## src/shared/ims_pkg.sv

```systemverilog
package ims_pkg;

   // Register byte offsets
   localparam logic [7:0] OFS_CTRL_ONE = 8'h00;
   localparam logic [7:0] OFS_CTRL_TWO = 8'h04;
   localparam logic [7:0] OFS_STATUS   = 8'h08;
   localparam logic [7:0] OFS_FLAGS    = 8'h0C;
   localparam logic [7:0] OFS_BAUD     = 8'h10;
   localparam logic [7:0] OFS_TXBUF    = 8'h14;
   localparam logic [7:0] OFS_MASK     = 8'h18;
   localparam logic [7:0] OFS_OWN_ADDR = 8'h1C;

   // control_one fields
   localparam int C1_MODE_LO   = 0;
   localparam int C1_ENABLE    = 4;
   localparam int C1_TEN_BIT   = 5;
   localparam int C1_FW_SCL_LO = 6;
   localparam int C1_FW_SDA_LO = 7;

   // control_two fields
   localparam int C2_START     = 0;
   localparam int C2_RESTART   = 1;
   localparam int C2_STOP      = 2;
   localparam int C2_SPARE_LO  = 3;

   // Flag fields (write one to clear)
   localparam int FL_EVENT     = 0;
   localparam int FL_WRITE_COLLISION_FLAG      = 1;
   localparam int FL_COLL      = 2;

   // mode_select_field codes
   localparam logic [3:0] MODE_HW_MASTER = 4'h8;
   localparam logic [3:0] MODE_FW_MASTER = 4'hB;

   // Reset values
   localparam logic [7:0] CTRL_ONE_RST = 8'h00;
   localparam logic [7:0] BAUD_RST     = 8'h00;
   localparam logic [7:0] MASK_RST     = 8'hFF;
   localparam logic [7:0] OWN_ADDR_RST = 8'h00;

   // Mask bits used for seven-bit compares
   localparam logic [7:0] MASK_7BIT    = 8'hFE;

   // AXI responses
   localparam logic [1:0] RESP_OKAY    = 2'h0;
   localparam logic [1:0] RESP_SLVERR  = 2'h2;

   // Sequencer states
   typedef enum logic [12:0] {
      ST_IDLE      = 13'h0001,
      ST_S_WAIT    = 13'h0002,
      ST_S_HOLD    = 13'h0004,
      ST_R_SCL_LOW = 13'h0008,
      ST_R_SDA_REL = 13'h0010,
      ST_R_SCL_REL = 13'h0020,
      ST_R_HIGH    = 13'h0040,
      ST_R_SDA_LOW = 13'h0080,
      ST_P_SCL_LOW = 13'h0100,
      ST_P_LOW     = 13'h0200,
      ST_P_SCL_REL = 13'h0400,
      ST_P_HIGH    = 13'h0800,
      ST_P_SDA_REL = 13'h1000
   } ims_state_t;

endpackage : ims_pkg

```

## src/core/ims_bit_timer.sv

```systemverilog
`timescale 1ns/1ps
module ims_bit_timer
   import ims_pkg::*;
(
   input  wire logic       aclk,
   input  wire logic       aresetn,
   input  wire logic       load,
   input  wire logic       halt,
   input  wire logic [7:0] reload,
   output logic            expired
);

   typedef struct packed {
      logic [7:0] cnt;
      logic       run;
   } ims_tmr_t;

   ims_tmr_t r;
   ims_tmr_t n;

   // One period is reload+1 cycles; stops at zero until reloaded
   always_comb begin
      n       = r;
      expired = r.run & (r.cnt == 8'h00);
      if (halt) begin
         n.run = 1'b0;
      end else if (load) begin
         n.cnt = reload;
         n.run = 1'b1;
      end else if (r.run) begin
         if (r.cnt == 8'h00) begin
            n.run = 1'b0;
         end else begin
            n.cnt = r.cnt - 8'h01;
         end
      end
   end

   // State register
   always_ff @(posedge aclk) begin
      if (!aresetn) begin
         r <= '0;
      end else begin
         r <= n;
      end
   end

endmodule : ims_bit_timer

```

## src/core/ims_sequencer.sv

```systemverilog
// Our own choices: the placing of the registers and the AXI4-Lite interface to the registers.
`timescale 1ns/1ps
//////////////////////////////////////////////////////////////////////////////////////////
// How it works
// - A zero mask bit makes that received address bit a don't-care.
// - The address mask resets to all ones, giving exact matching.
// - Seven-bit mode masks only received address bits seven to one.
// - Ten-bit mode masks the low byte fully; high byte compares exactly.
// - Master mode needs mode code plus enable; lines are only pulled low.
// - Reset or disable clears start/stop seen; take bus only when free.
// - Firmware master mode keeps only start/stop detection; software drives lines.
// - Event flag rises on start, stop or repeated start.
// - Buffer writes before a requested start finishes are dropped with collision flag.
// - Hardware master masks detection events; event follows request completion instead.
// - Master makes clocks, start, stop; repeated start keeps the bus owned.
// - First byte is address plus direction; bytes move eight bits with acknowledge.
// - Released clock halts the timer until clock is high, then reloads.
// - Buffer writes during any sequence are dropped and flag write collision.
// - Low five control_two bits ignore writes while a start is pending.
// - Start loads timer with lines high; at timeout pulls data low.
// - Start holds data low one more period, then clears its request.
// - Low lines at start, or clock low early, flag collision and abort.
// - Restart pulls clock low, releases data one period, then releases clock.
// - Restart holds both high, data low one period, clock low, then completes.
// - Start seen rises as data is pulled low; event waits for the timer.
// - Restart requests made while any operation runs are ignored.
//////////////////////////////////////////////////////////////////////////////////////////
module ims_sequencer
   import ims_pkg::*;
(
   input  wire logic        aclk,
   input  wire logic        aresetn,
   input  wire logic [7:0]  s_axi_awaddr,
   input  wire logic [2:0]  s_axi_awprot,
   input  wire logic        s_axi_awvalid,
   output logic             s_axi_awready,
   input  wire logic [31:0] s_axi_wdata,
   input  wire logic [3:0]  s_axi_wstrb,
   input  wire logic        s_axi_wvalid,
   output logic             s_axi_wready,
   output logic [1:0]       s_axi_bresp,
   output logic             s_axi_bvalid,
   input  wire logic        s_axi_bready,
   input  wire logic [7:0]  s_axi_araddr,
   input  wire logic [2:0]  s_axi_arprot,
   input  wire logic        s_axi_arvalid,
   output logic             s_axi_arready,
   output logic [31:0]      s_axi_rdata,
   output logic [1:0]       s_axi_rresp,
   output logic             s_axi_rvalid,
   input  wire logic        s_axi_rready,
   input  wire logic        sda_in,
   output logic             sda_out,
   output logic             sda_oe_n,
   input  wire logic        scl_in,
   output logic             scl_out,
   output logic             scl_oe_n,
   input  wire logic        byte_busy,
   input  wire logic [7:0]  rsr_byte,
   input  wire logic        rsr_high_byte,
   output logic [7:0]       tx_data,
   output logic             tx_load,
   output logic             addr_match
);

   typedef struct packed {
      logic        sda_m;
      logic        sda_s;
      logic        sda_d;
      logic        scl_m;
      logic        scl_s;
      logic [7:0]  ctrl_one;
      logic [4:0]  ctrl_two;
      logic        start_seen;
      logic        stop_seen;
      logic        evt;
      logic        write_collision_flag;
      logic        coll;
      logic [7:0]  baud;
      logic [7:0]  txbuf;
      logic [7:0]  mask;
      logic [7:0]  own_addr;
      logic        sda_low;
      logic        scl_low;
      ims_state_t  state;
      logic        tx_load;
      logic        match;
      logic        bvalid;
      logic [1:0]  bresp;
      logic        rvalid;
      logic [1:0]  rresp;
      logic [31:0] rdata;
   } ims_regs_t;

   ims_regs_t r;
   ims_regs_t n;

   logic       t_load;
   logic       t_halt;
   logic       t_exp;
   logic       en;
   logic       hw_master;
   logic       fw_master;
   logic       start_det;
   logic       stop_det;
   logic       busy;
   logic       bus_free;
   logic       wr_go;
   logic       rd_go;
   logic [7:0] cmp_mask;

   //////////////////////////////////////////////////////////////////////////////////////
   // Bit period timer
   ims_bit_timer u_timer (
      .aclk    (aclk),
      .aresetn (aresetn),
      .load    (t_load),
      .halt    (t_halt),
      .reload  (r.baud),
      .expired (t_exp)
   );

   //////////////////////////////////////////////////////////////////////////////////////
   // Bus handshakes and pin drivers
   assign wr_go         = s_axi_awvalid & s_axi_wvalid & ~r.bvalid;
   assign rd_go         = s_axi_arvalid & ~r.rvalid;
   assign s_axi_awready = wr_go;
   assign s_axi_wready  = wr_go;
   assign s_axi_arready = ~r.rvalid;
   assign s_axi_bvalid  = r.bvalid;
   assign s_axi_bresp   = r.bresp;
   assign s_axi_rvalid  = r.rvalid;
   assign s_axi_rresp   = r.rresp;
   assign s_axi_rdata   = r.rdata;
   assign sda_out       = 1'b0;                        // Open drain: only ever pulls low
   assign scl_out       = 1'b0;
   assign tx_data       = r.txbuf;
   assign tx_load       = r.tx_load;
   assign addr_match    = r.match;

   // Line drivers: firmware mode hands the lines to software
   always_comb begin
      if (fw_master) begin
         sda_oe_n = ~r.ctrl_one[C1_FW_SDA_LO];
         scl_oe_n = ~r.ctrl_one[C1_FW_SCL_LO];
      end else begin
         sda_oe_n = ~r.sda_low;
         scl_oe_n = ~r.scl_low;
      end
   end

   //////////////////////////////////////////////////////////////////////////////////////
   // Next-state logic
   always_comb begin
      n         = r;
      t_load    = 1'b0;
      t_halt    = 1'b0;
      n.tx_load = 1'b0;

      // Two-stage synchronisers, plus one delayed copy of data for edges
      n.sda_m = sda_in;
      n.sda_s = r.sda_m;
      n.sda_d = r.sda_s;
      n.scl_m = scl_in;
      n.scl_s = r.scl_m;

      en        = r.ctrl_one[C1_ENABLE];
      hw_master = en & (r.ctrl_one[3:0] == MODE_HW_MASTER);
      fw_master = en & (r.ctrl_one[3:0] == MODE_FW_MASTER);
      start_det = r.sda_d & ~r.sda_s & r.scl_s;
      stop_det  = ~r.sda_d & r.sda_s & r.scl_s;
      busy      = (r.state != ST_IDLE) | byte_busy | (|r.ctrl_two[C2_STOP:C2_START]);
      bus_free  = r.stop_seen | ~r.start_seen;

      // Address compare against the receive shift register
      if (r.ctrl_one[C1_TEN_BIT]) begin
         cmp_mask = rsr_high_byte ? 8'hFF : r.mask;
      end else begin
         cmp_mask = r.mask & MASK_7BIT;
      end
      n.match = ((rsr_byte ^ r.own_addr) & cmp_mask) == 8'h00;

      // Write channel: both address and data taken together
      if (r.bvalid & s_axi_bready) begin
         n.bvalid = 1'b0;
      end
      if (wr_go) begin
         n.bvalid = 1'b1;
         n.bresp  = RESP_OKAY;
         if (s_axi_wstrb[0]) begin
            case (s_axi_awaddr)
               OFS_CTRL_ONE: begin
                  n.ctrl_one = s_axi_wdata[7:0];
               end
               OFS_CTRL_TWO: begin
                  if (!r.ctrl_two[C2_START]) begin
                     n.ctrl_two[C2_START] = s_axi_wdata[C2_START];
                     n.ctrl_two[C2_STOP]  = s_axi_wdata[C2_STOP];
                     n.ctrl_two[4:C2_SPARE_LO] = s_axi_wdata[4:C2_SPARE_LO];
                     if (!busy) begin
                        n.ctrl_two[C2_RESTART] = s_axi_wdata[C2_RESTART];
                     end
                  end
               end
               OFS_FLAGS: begin
                  if (s_axi_wdata[FL_EVENT]) n.evt  = 1'b0;
                  if (s_axi_wdata[FL_WRITE_COLLISION_FLAG])  n.write_collision_flag = 1'b0;
                  if (s_axi_wdata[FL_COLL])  n.coll = 1'b0;
               end
               OFS_BAUD: begin
                  n.baud = s_axi_wdata[7:0];
               end
               OFS_TXBUF: begin
                  if (busy) begin
                     n.write_collision_flag = 1'b1;
                  end else begin
                     n.txbuf   = s_axi_wdata[7:0];
                     n.tx_load = 1'b1;
                  end
               end
               OFS_MASK: begin
                  n.mask = s_axi_wdata[7:0];
               end
               OFS_OWN_ADDR: begin
                  n.own_addr = s_axi_wdata[7:0];
               end
               OFS_STATUS: begin
               end
               default: begin
                  n.bresp = RESP_SLVERR;
               end
            endcase
         end else if (!(s_axi_awaddr inside {OFS_CTRL_ONE, OFS_CTRL_TWO, OFS_STATUS,
                        OFS_FLAGS, OFS_BAUD, OFS_TXBUF, OFS_MASK, OFS_OWN_ADDR})) begin
            n.bresp = RESP_SLVERR;
         end
      end

      // Read channel
      if (r.rvalid & s_axi_rready) begin
         n.rvalid = 1'b0;
      end
      if (rd_go) begin
         n.rvalid = 1'b1;
         n.rresp  = RESP_OKAY;
         n.rdata  = 32'h0000_0000;
         case (s_axi_araddr)
            OFS_CTRL_ONE: n.rdata[7:0] = r.ctrl_one;
            OFS_CTRL_TWO: n.rdata[4:0] = r.ctrl_two;
            OFS_STATUS:   n.rdata[5:0] = {r.match, r.scl_s, r.sda_s, busy,
                                          r.stop_seen, r.start_seen};
            OFS_FLAGS:    n.rdata[2:0] = {r.coll, r.write_collision_flag, r.evt};
            OFS_BAUD:     n.rdata[7:0] = r.baud;
            OFS_TXBUF:    n.rdata[7:0] = r.txbuf;
            OFS_MASK:     n.rdata[7:0] = r.mask;
            OFS_OWN_ADDR: n.rdata[7:0] = r.own_addr;
            default:      n.rresp      = RESP_SLVERR;
         endcase
      end

      // Start and stop detection on the synchronised lines
      if (start_det) begin
         n.start_seen = 1'b1;
         n.stop_seen  = 1'b0;
      end
      if (stop_det) begin
         n.stop_seen  = 1'b1;
         n.start_seen = 1'b0;
      end
      if ((start_det | stop_det) & en & ~hw_master) begin
         n.evt = 1'b1;
      end

      // Master sequencer
      case (r.state)
         ST_IDLE: begin
            if (!hw_master) begin
            end else if (r.ctrl_two[C2_START]) begin
               if (!r.sda_s & !r.scl_s) begin
                  n.coll = 1'b1;
                  n.ctrl_two[C2_START] = 1'b0;
               end else if (r.sda_s & r.scl_s & bus_free) begin
                  t_load  = 1'b1;
                  n.state = ST_S_WAIT;
               end
            end else if (r.ctrl_two[C2_RESTART]) begin
               n.scl_low = 1'b1;
               n.state   = ST_R_SCL_LOW;
            end else if (r.ctrl_two[C2_STOP]) begin
               n.scl_low = 1'b1;
               n.sda_low = 1'b1;
               n.state   = ST_P_SCL_LOW;
            end
         end
         ST_S_WAIT: begin
            if (!r.scl_s) begin
               n.state = ST_IDLE;
               n.coll  = 1'b1;
               n.ctrl_two[C2_START] = 1'b0;
               t_halt  = 1'b1;
            end else if (t_exp) begin
               if (r.sda_s) begin
                  n.sda_low    = 1'b1;
                  n.start_seen = 1'b1;
                  n.stop_seen  = 1'b0;
                  t_load       = 1'b1;
                  n.state      = ST_S_HOLD;
               end else begin
                  n.state = ST_IDLE;
                  n.coll  = 1'b1;
                  n.ctrl_two[C2_START] = 1'b0;
               end
            end
         end
         ST_S_HOLD: begin
            if (t_exp) begin
               n.ctrl_two[C2_START] = 1'b0;
               n.evt   = 1'b1;
               n.state = ST_IDLE;
            end
         end
         ST_R_SCL_LOW: begin
            if (!r.scl_s) begin
               n.sda_low = 1'b0;
               t_load    = 1'b1;
               n.state   = ST_R_SDA_REL;
            end
         end
         ST_R_SDA_REL: begin
            if (t_exp) begin
               if (r.sda_s) begin
                  n.scl_low = 1'b0;
                  n.state   = ST_R_SCL_REL;
               end else begin
                  n.state   = ST_IDLE;
                  n.coll    = 1'b1;
                  n.scl_low = 1'b0;
                  n.ctrl_two[C2_RESTART] = 1'b0;
               end
            end
         end
         ST_R_SCL_REL: begin
            if (r.scl_s) begin
               if (!r.sda_s) begin
                  n.state = ST_IDLE;
                  n.coll  = 1'b1;
                  n.ctrl_two[C2_RESTART] = 1'b0;
               end else begin
                  t_load  = 1'b1;
                  n.state = ST_R_HIGH;
               end
            end
         end
         ST_R_HIGH: begin
            if (!r.scl_s) begin
               n.state = ST_IDLE;
               n.coll  = 1'b1;
               n.ctrl_two[C2_RESTART] = 1'b0;
               t_halt  = 1'b1;
            end else if (t_exp) begin
               n.sda_low = 1'b1;
               t_load    = 1'b1;
               n.state   = ST_R_SDA_LOW;
            end
         end
         ST_R_SDA_LOW: begin
            if (t_exp) begin
               n.scl_low = 1'b1;
               n.ctrl_two[C2_RESTART] = 1'b0;
               n.evt     = 1'b1;
               n.state   = ST_IDLE;
            end
         end
         ST_P_SCL_LOW: begin
            if (!r.scl_s) begin
               t_load  = 1'b1;
               n.state = ST_P_LOW;
            end
         end
         ST_P_LOW: begin
            if (t_exp) begin
               n.scl_low = 1'b0;
               n.state   = ST_P_SCL_REL;
            end
         end
         ST_P_SCL_REL: begin
            if (r.scl_s) begin
               t_load  = 1'b1;
               n.state = ST_P_HIGH;
            end
         end
         ST_P_HIGH: begin
            if (t_exp) begin
               n.sda_low = 1'b0;
               t_load    = 1'b1;
               n.state   = ST_P_SDA_REL;
            end
         end
         ST_P_SDA_REL: begin
            if (t_exp) begin
               n.ctrl_two[C2_STOP] = 1'b0;
               n.evt     = 1'b1;
               n.state   = ST_IDLE;
            end
         end
         default: begin
            n.state = ST_IDLE;
         end
      endcase

      // Collision or mode change releases both lines
      if ((n.coll & ~r.coll) | ~hw_master) begin
         n.sda_low = 1'b0;
         n.scl_low = 1'b0;
         n.state   = ST_IDLE;
         t_halt    = 1'b1;
      end

      // Disabled port drops everything it was doing
      if (!en) begin
         n.start_seen = 1'b0;
         n.stop_seen  = 1'b0;
         n.ctrl_two[C2_STOP:C2_START] = 3'h0;
      end
   end

   //////////////////////////////////////////////////////////////////////////////////////
   // State register
   always_ff @(posedge aclk) begin
      if (!aresetn) begin
         r          <= '0;
         r.sda_m    <= 1'b1;
         r.sda_s    <= 1'b1;
         r.sda_d    <= 1'b1;
         r.scl_m    <= 1'b1;
         r.scl_s    <= 1'b1;
         r.ctrl_one <= CTRL_ONE_RST;
         r.baud     <= BAUD_RST;
         r.mask     <= MASK_RST;
         r.own_addr <= OWN_ADDR_RST;
         r.state    <= ST_IDLE;
      end else begin
         r <= n;
      end
   end

endmodule : ims_sequencer

```

## config.mk

```make
export PLATFORM = sky130hd
export DESIGN_NAME = ims_sequencer
export DESIGN_NICKNAME = d
export VERILOG_FILES = /design/src/shared/ims_pkg.sv /design/src/core/ims_bit_timer.sv /design/src/core/ims_sequencer.sv
export SDC_FILE = /design/constraint.sdc
export NUM_CORES = 1
export LEC_CHECK = 0
export ABC_AREA = 1
export BUFFER_PORTS_ARGS = -buffer_cell sky130_fd_sc_hd__buf_2
export CAP_MARGIN = 20
export CORE_UTILIZATION = 49
export DETAILED_ROUTE_END_ITERATION = 8
export GPL_ROUTABILITY_DRIVEN = 0
export HOLD_SLACK_MARGIN = 0.15
export PLACE_DENSITY = 0.77
export SLEW_MARGIN = 20
export SYNTH_ARGS = -nofsm -noshare
export SYNTH_HDL_FRONTEND = slang
export SYNTH_SLANG_ARGS = --single-unit
```

## constraint.sdc

```tcl
create_clock -name aclk -period 1.9 [get_ports aclk]
set_input_delay 0.285 -clock aclk [delete_from_list [all_inputs] [get_ports aclk]]
set_output_delay 0.285 -clock aclk [all_outputs]
set_load 0.005 [all_outputs]
```

==> impl_metrics.py <==
metrics = {
    "clock_network": {
        "clk_latency_ns": 0.38,
        "clk_pin_slew_ns": 0.10,
        "cts_buffers": 9,
        "clk_path_buf_depth": 2,
        "clock-sinks": 93,
        "htreeDepth": 3,
        "root_buffer": "clkbuf_8",
        "cts_tree": "built",
    },
    "setup_path": {
        "path_max_fanout": 6,
        "cp-start-kind": "register",
        "reg2reg_from": "u_timer.r[1]",
        "r2r_cells": 15,
        "crit_required_ns": 2.21,
        "critPathArrivalTime_ns": 2.25,
        "cp-end-kind": "register",
        "r2r_end": "r[52]",
        "r2r_slack_ns": -0.04,
        "path_class": "reg2reg",
    },
    "place": {
        "dp_hpwl_um": 11200,
        "place_ws_ns": -0.0524,
        "place_area_um2": 6090,
        "numPortBuffers": 70,
    },
    "yosys": {
        "synth_cells": 816,
        "synth-edff-count": 0,
        "synth_top_area_share_pct": 34.0,
        "synth_seq_cells": 93,
        "netlist_area_um2": 5480,
        "synthArstFlopShare_pct": 0,
        "yosysSeqAreaShare_pct": 34.0,
        "synth_ff_type": "dfxtp_1",
        "synth_area_leaders": "dfxtp_1 (34%), nand2_1 (10%), nor2_1 (7.0%)",
        "synth_top_area_cell": "dfxtp_1",
        "yosys_warnings": 0,
        "synth.avg_cell_area_um2": 6.71,
        "synthDistinctLibCells": 47,
    },
    "min_path": {
        "min_from": "s_axi_wdata[0]",
        "hold_end": "tx_data[0]",
        "whs_path_depth": 3,
        "worstHoldPathType": "in2reg",
    },
    "timing": {
        "slew_headroom_pct": 65.0,
        "skew_ns": 0.00556,
        "hold_slack_ns": 0.169,
        "final.setup.worst_slack_ns": -0.0417,
        "rsz0062_at_grt": "true",
        "timing.final.hold_violations": 0,
        "slew_viol_final": 0,
        "period_share_pct": 102,
        "tightestPinTransition_ns": 0.525,
        "max_freq_mhz": 515,
        "setup_violations": 4,
        "period_needed_ns": 1.94,
    },
    "pwr": {
        "seqPwrFrac_pct": 55.4,
        "p_leak_nw": 3.29,
        "p_sw_uw": 991,
        "pwr_density_cell_nw_per_um2": 523,
        "pwr-share-comb_pct": 6.8,
        "p_int_mw": 2.56,
        "vdd_drop_max_mv": 0.463,
        "swShare_pct": 27.9,
        "clkPwrFrac_pct": 37.8,
    },
    "layout": {
        "num-nets-final": 1017,
        "drive_above_1_share_pct": 28.7,
        "final_area_um2": 6790,
        "antenna-diode-count": 0,
        "synthToLayoutAreaGrowth_pct": 24.0,
    },
    "floorplan": {
        "core_area_um2": 10900,
        "die_w_um": 108,
        "io_pins": 132,
        "dieArea_um2": 11600,
        "std_cell_rows": 38,
        "start_util_pct": 50.3,
        "die_height_um": 108,
    },
    "route": {
        "first_pass_iters": 7,
        "viasPerCell": 5.46,
        "drtAntennaViolNets": 0,
        "num_vias": 5909,
        "wl_per_cell_um": 15.3,
        "drtIter0Drc": 453,
        "drc_errors": 1,
        "postRouteWirelength_um": 16500,
    },
    "outcome": {
        "violations": "DRC, setup timing",
        "status": "finished with violations",
    },
    "global_route": {
        "grt-ovfl-total": 0,
        "grt_pass1_vias": 5072,
        "antenna_found_initial": 0,
        "grt_pass1_wl_um": 24400,
        "grt_usage_pct": 27.0,
        "grt_max_degree": 37,
    },
    "job": {
        "maxCapViolations": 0,
    },
}
[metal layers]
metal  part of all wire (%)  up-vias  GRT usage, %
met2                     47      302          42.9
met3                    7.4       60          3.93
met1                     42     2686          35.8
met4                    3.7        0          13.1
met5                      0        -             0
li1                       -     2861             -
[cell type report]
type | instances | area (µm²)
inverters | 105 | 402
well taps | 140 | 175
clock inverters | 7 | 68.8
clock buffers | 9 | 124
flip-flops and latches | 93 | 1890
repair buffers | 147 | 953
fillers | 954 | 4090
multi-input cells | 582 | 3180
[layout by cell type, fill, tap and decap left out, types with 5 or more instances in the layout]
cell / count
nor2_2: 12
conb_1: 28
dfxtp_2: 14
nand2_4: 8
o2111ai_1: 5
o211ai_1: 11
nand3_1: 28
inv_2: 11
or2_2: 5
xor2_1: 8
nand2_1: 137
nand4_1: 15
buf_4: 68
nor3_1: 19
nor2_4: 15
o21ai_1: 14
dfxtp_1: 77
buf_2: 71
nand2_2: 16
nand3_2: 5
inv_1: 92
o21ai_0: 62
nor2_1: 86
a21oi_1: 58
o21ai_2: 7
buf_6: 6
clkbuf_8: 9
[repair_timing]
| action | in CTS | in global routing |
|---|---|---|
| endpoints found under the setup margin | 21 | 32 |
| hold buffers | 2 | 0 |
| setup buffers | 2 | 11 |
| gates cloned | 1 | 4 |
| endpoints found under the hold margin | 2 | 0 |
| gates resized for setup | 9 | 102 |
| pin swaps | 4 | 30 |
[cells in the mapped netlist, types with 11 or more instances]
cell type,number
nand4_1,15
o211ai_1,11
nor3_1,20
nand3_1,32
inv_1,98
o21ai_1,15
dfxtp_1,93
a21oi_1,59
buf_4,48
nand2_1,152
o21ai_0,68
nor2_1,102
[power by group through the flow]
stage | sequential [mW] | clock [mW] | combinational (mW)
CTS | 1.97 | 1.33 | 0.235
global placement | 2.02 | 0 | 0.230
detailed placement | 2.02 | 0 | 0.231
finish | 1.97 | 1.34 | 0.243
floorplan | 2.02 | 0 | 0.166
global route | 1.97 | 1.43 | 0.268
[critical path, cell delays in order, from the launching register on]
cell,delay (ns)
dfxtp_2,0.34
inv_2,0.07
ha_4,0.14
nand2_4,0.06
nor2_4,0.12
inv_2,0.07
nor2_8,0.17
inv_6,0.07
nand2_4,0.07
nand3_4,0.07
nor2_4,0.15
nand3_4,0.13
buf_6,0.16
nand2_2,0.04
o21ai_1,0.05
nor2_1,0.14
[flip-flops by register name, indices dropped and copies added (netlist names)]
register and flops:
s_axi_rdata 8, tx_data 8, s_axi_rvalid 1, n 3, en 1, tx_load 1
addr_match 1, s_axi_bresp 1, s_axi_rresp 1, r 58, u_timer.r 9, s_axi_bvalid 1
[stage by stage]
stage | setup TNS [ns] | util (%) | power, mW | std cells
global route | -1.95 | 62.4 | 3.67 | 1083
global placement | -0.0791 | 56.0 | 2.25 | 1047
CTS | -0.0755 | 58.5 | 3.54 | 1068
floorplan | 0 | - | 2.18 | 843
detailed placement | -0.332 | 56.0 | 2.25 | 1047
finish | -0.0776 | 62.4 | 3.55 | 1083
[worst max path at each step]
stage / slack [ns] / cells past startpoint / from / end
after floorplan: 0.08 / 12 / u_timer.r[1] / r[43]
after global placement: -0.01 / 14 / u_timer.r[1] / r[51]
after detailed placement: -0.05 / 13 / r[50] / u_timer.r[6]
after CTS: -0.02 / 13 / u_timer.r[3] / r[50]
after global routing: -0.14 / 14 / u_timer.r[6] / r[43]
final: -0.04 / 15 / u_timer.r[1] / r[52]
[logic make-up (layout without fill, tap and decap cells)]
group / Yosys count / in the layout / synth area share [%]
XOR/XNOR: 9 / 9 / 1.44
multiplexers: 1 / 1 / 0.183
AO/OA/AOI/OAI: 179 / 179 / 18.2
flip-flops: 93 / 93 / 34.0
AND/OR/NAND/NOR: 360 / 363 / 30.0
buffers and inverters: 171 / 268 / 15.6
other: 1 / 28 / 0.0684
adder cells (fa/ha/maj): 2 / 2 / 0.457
No activity file was read; power rests on OpenSTA's default activity.
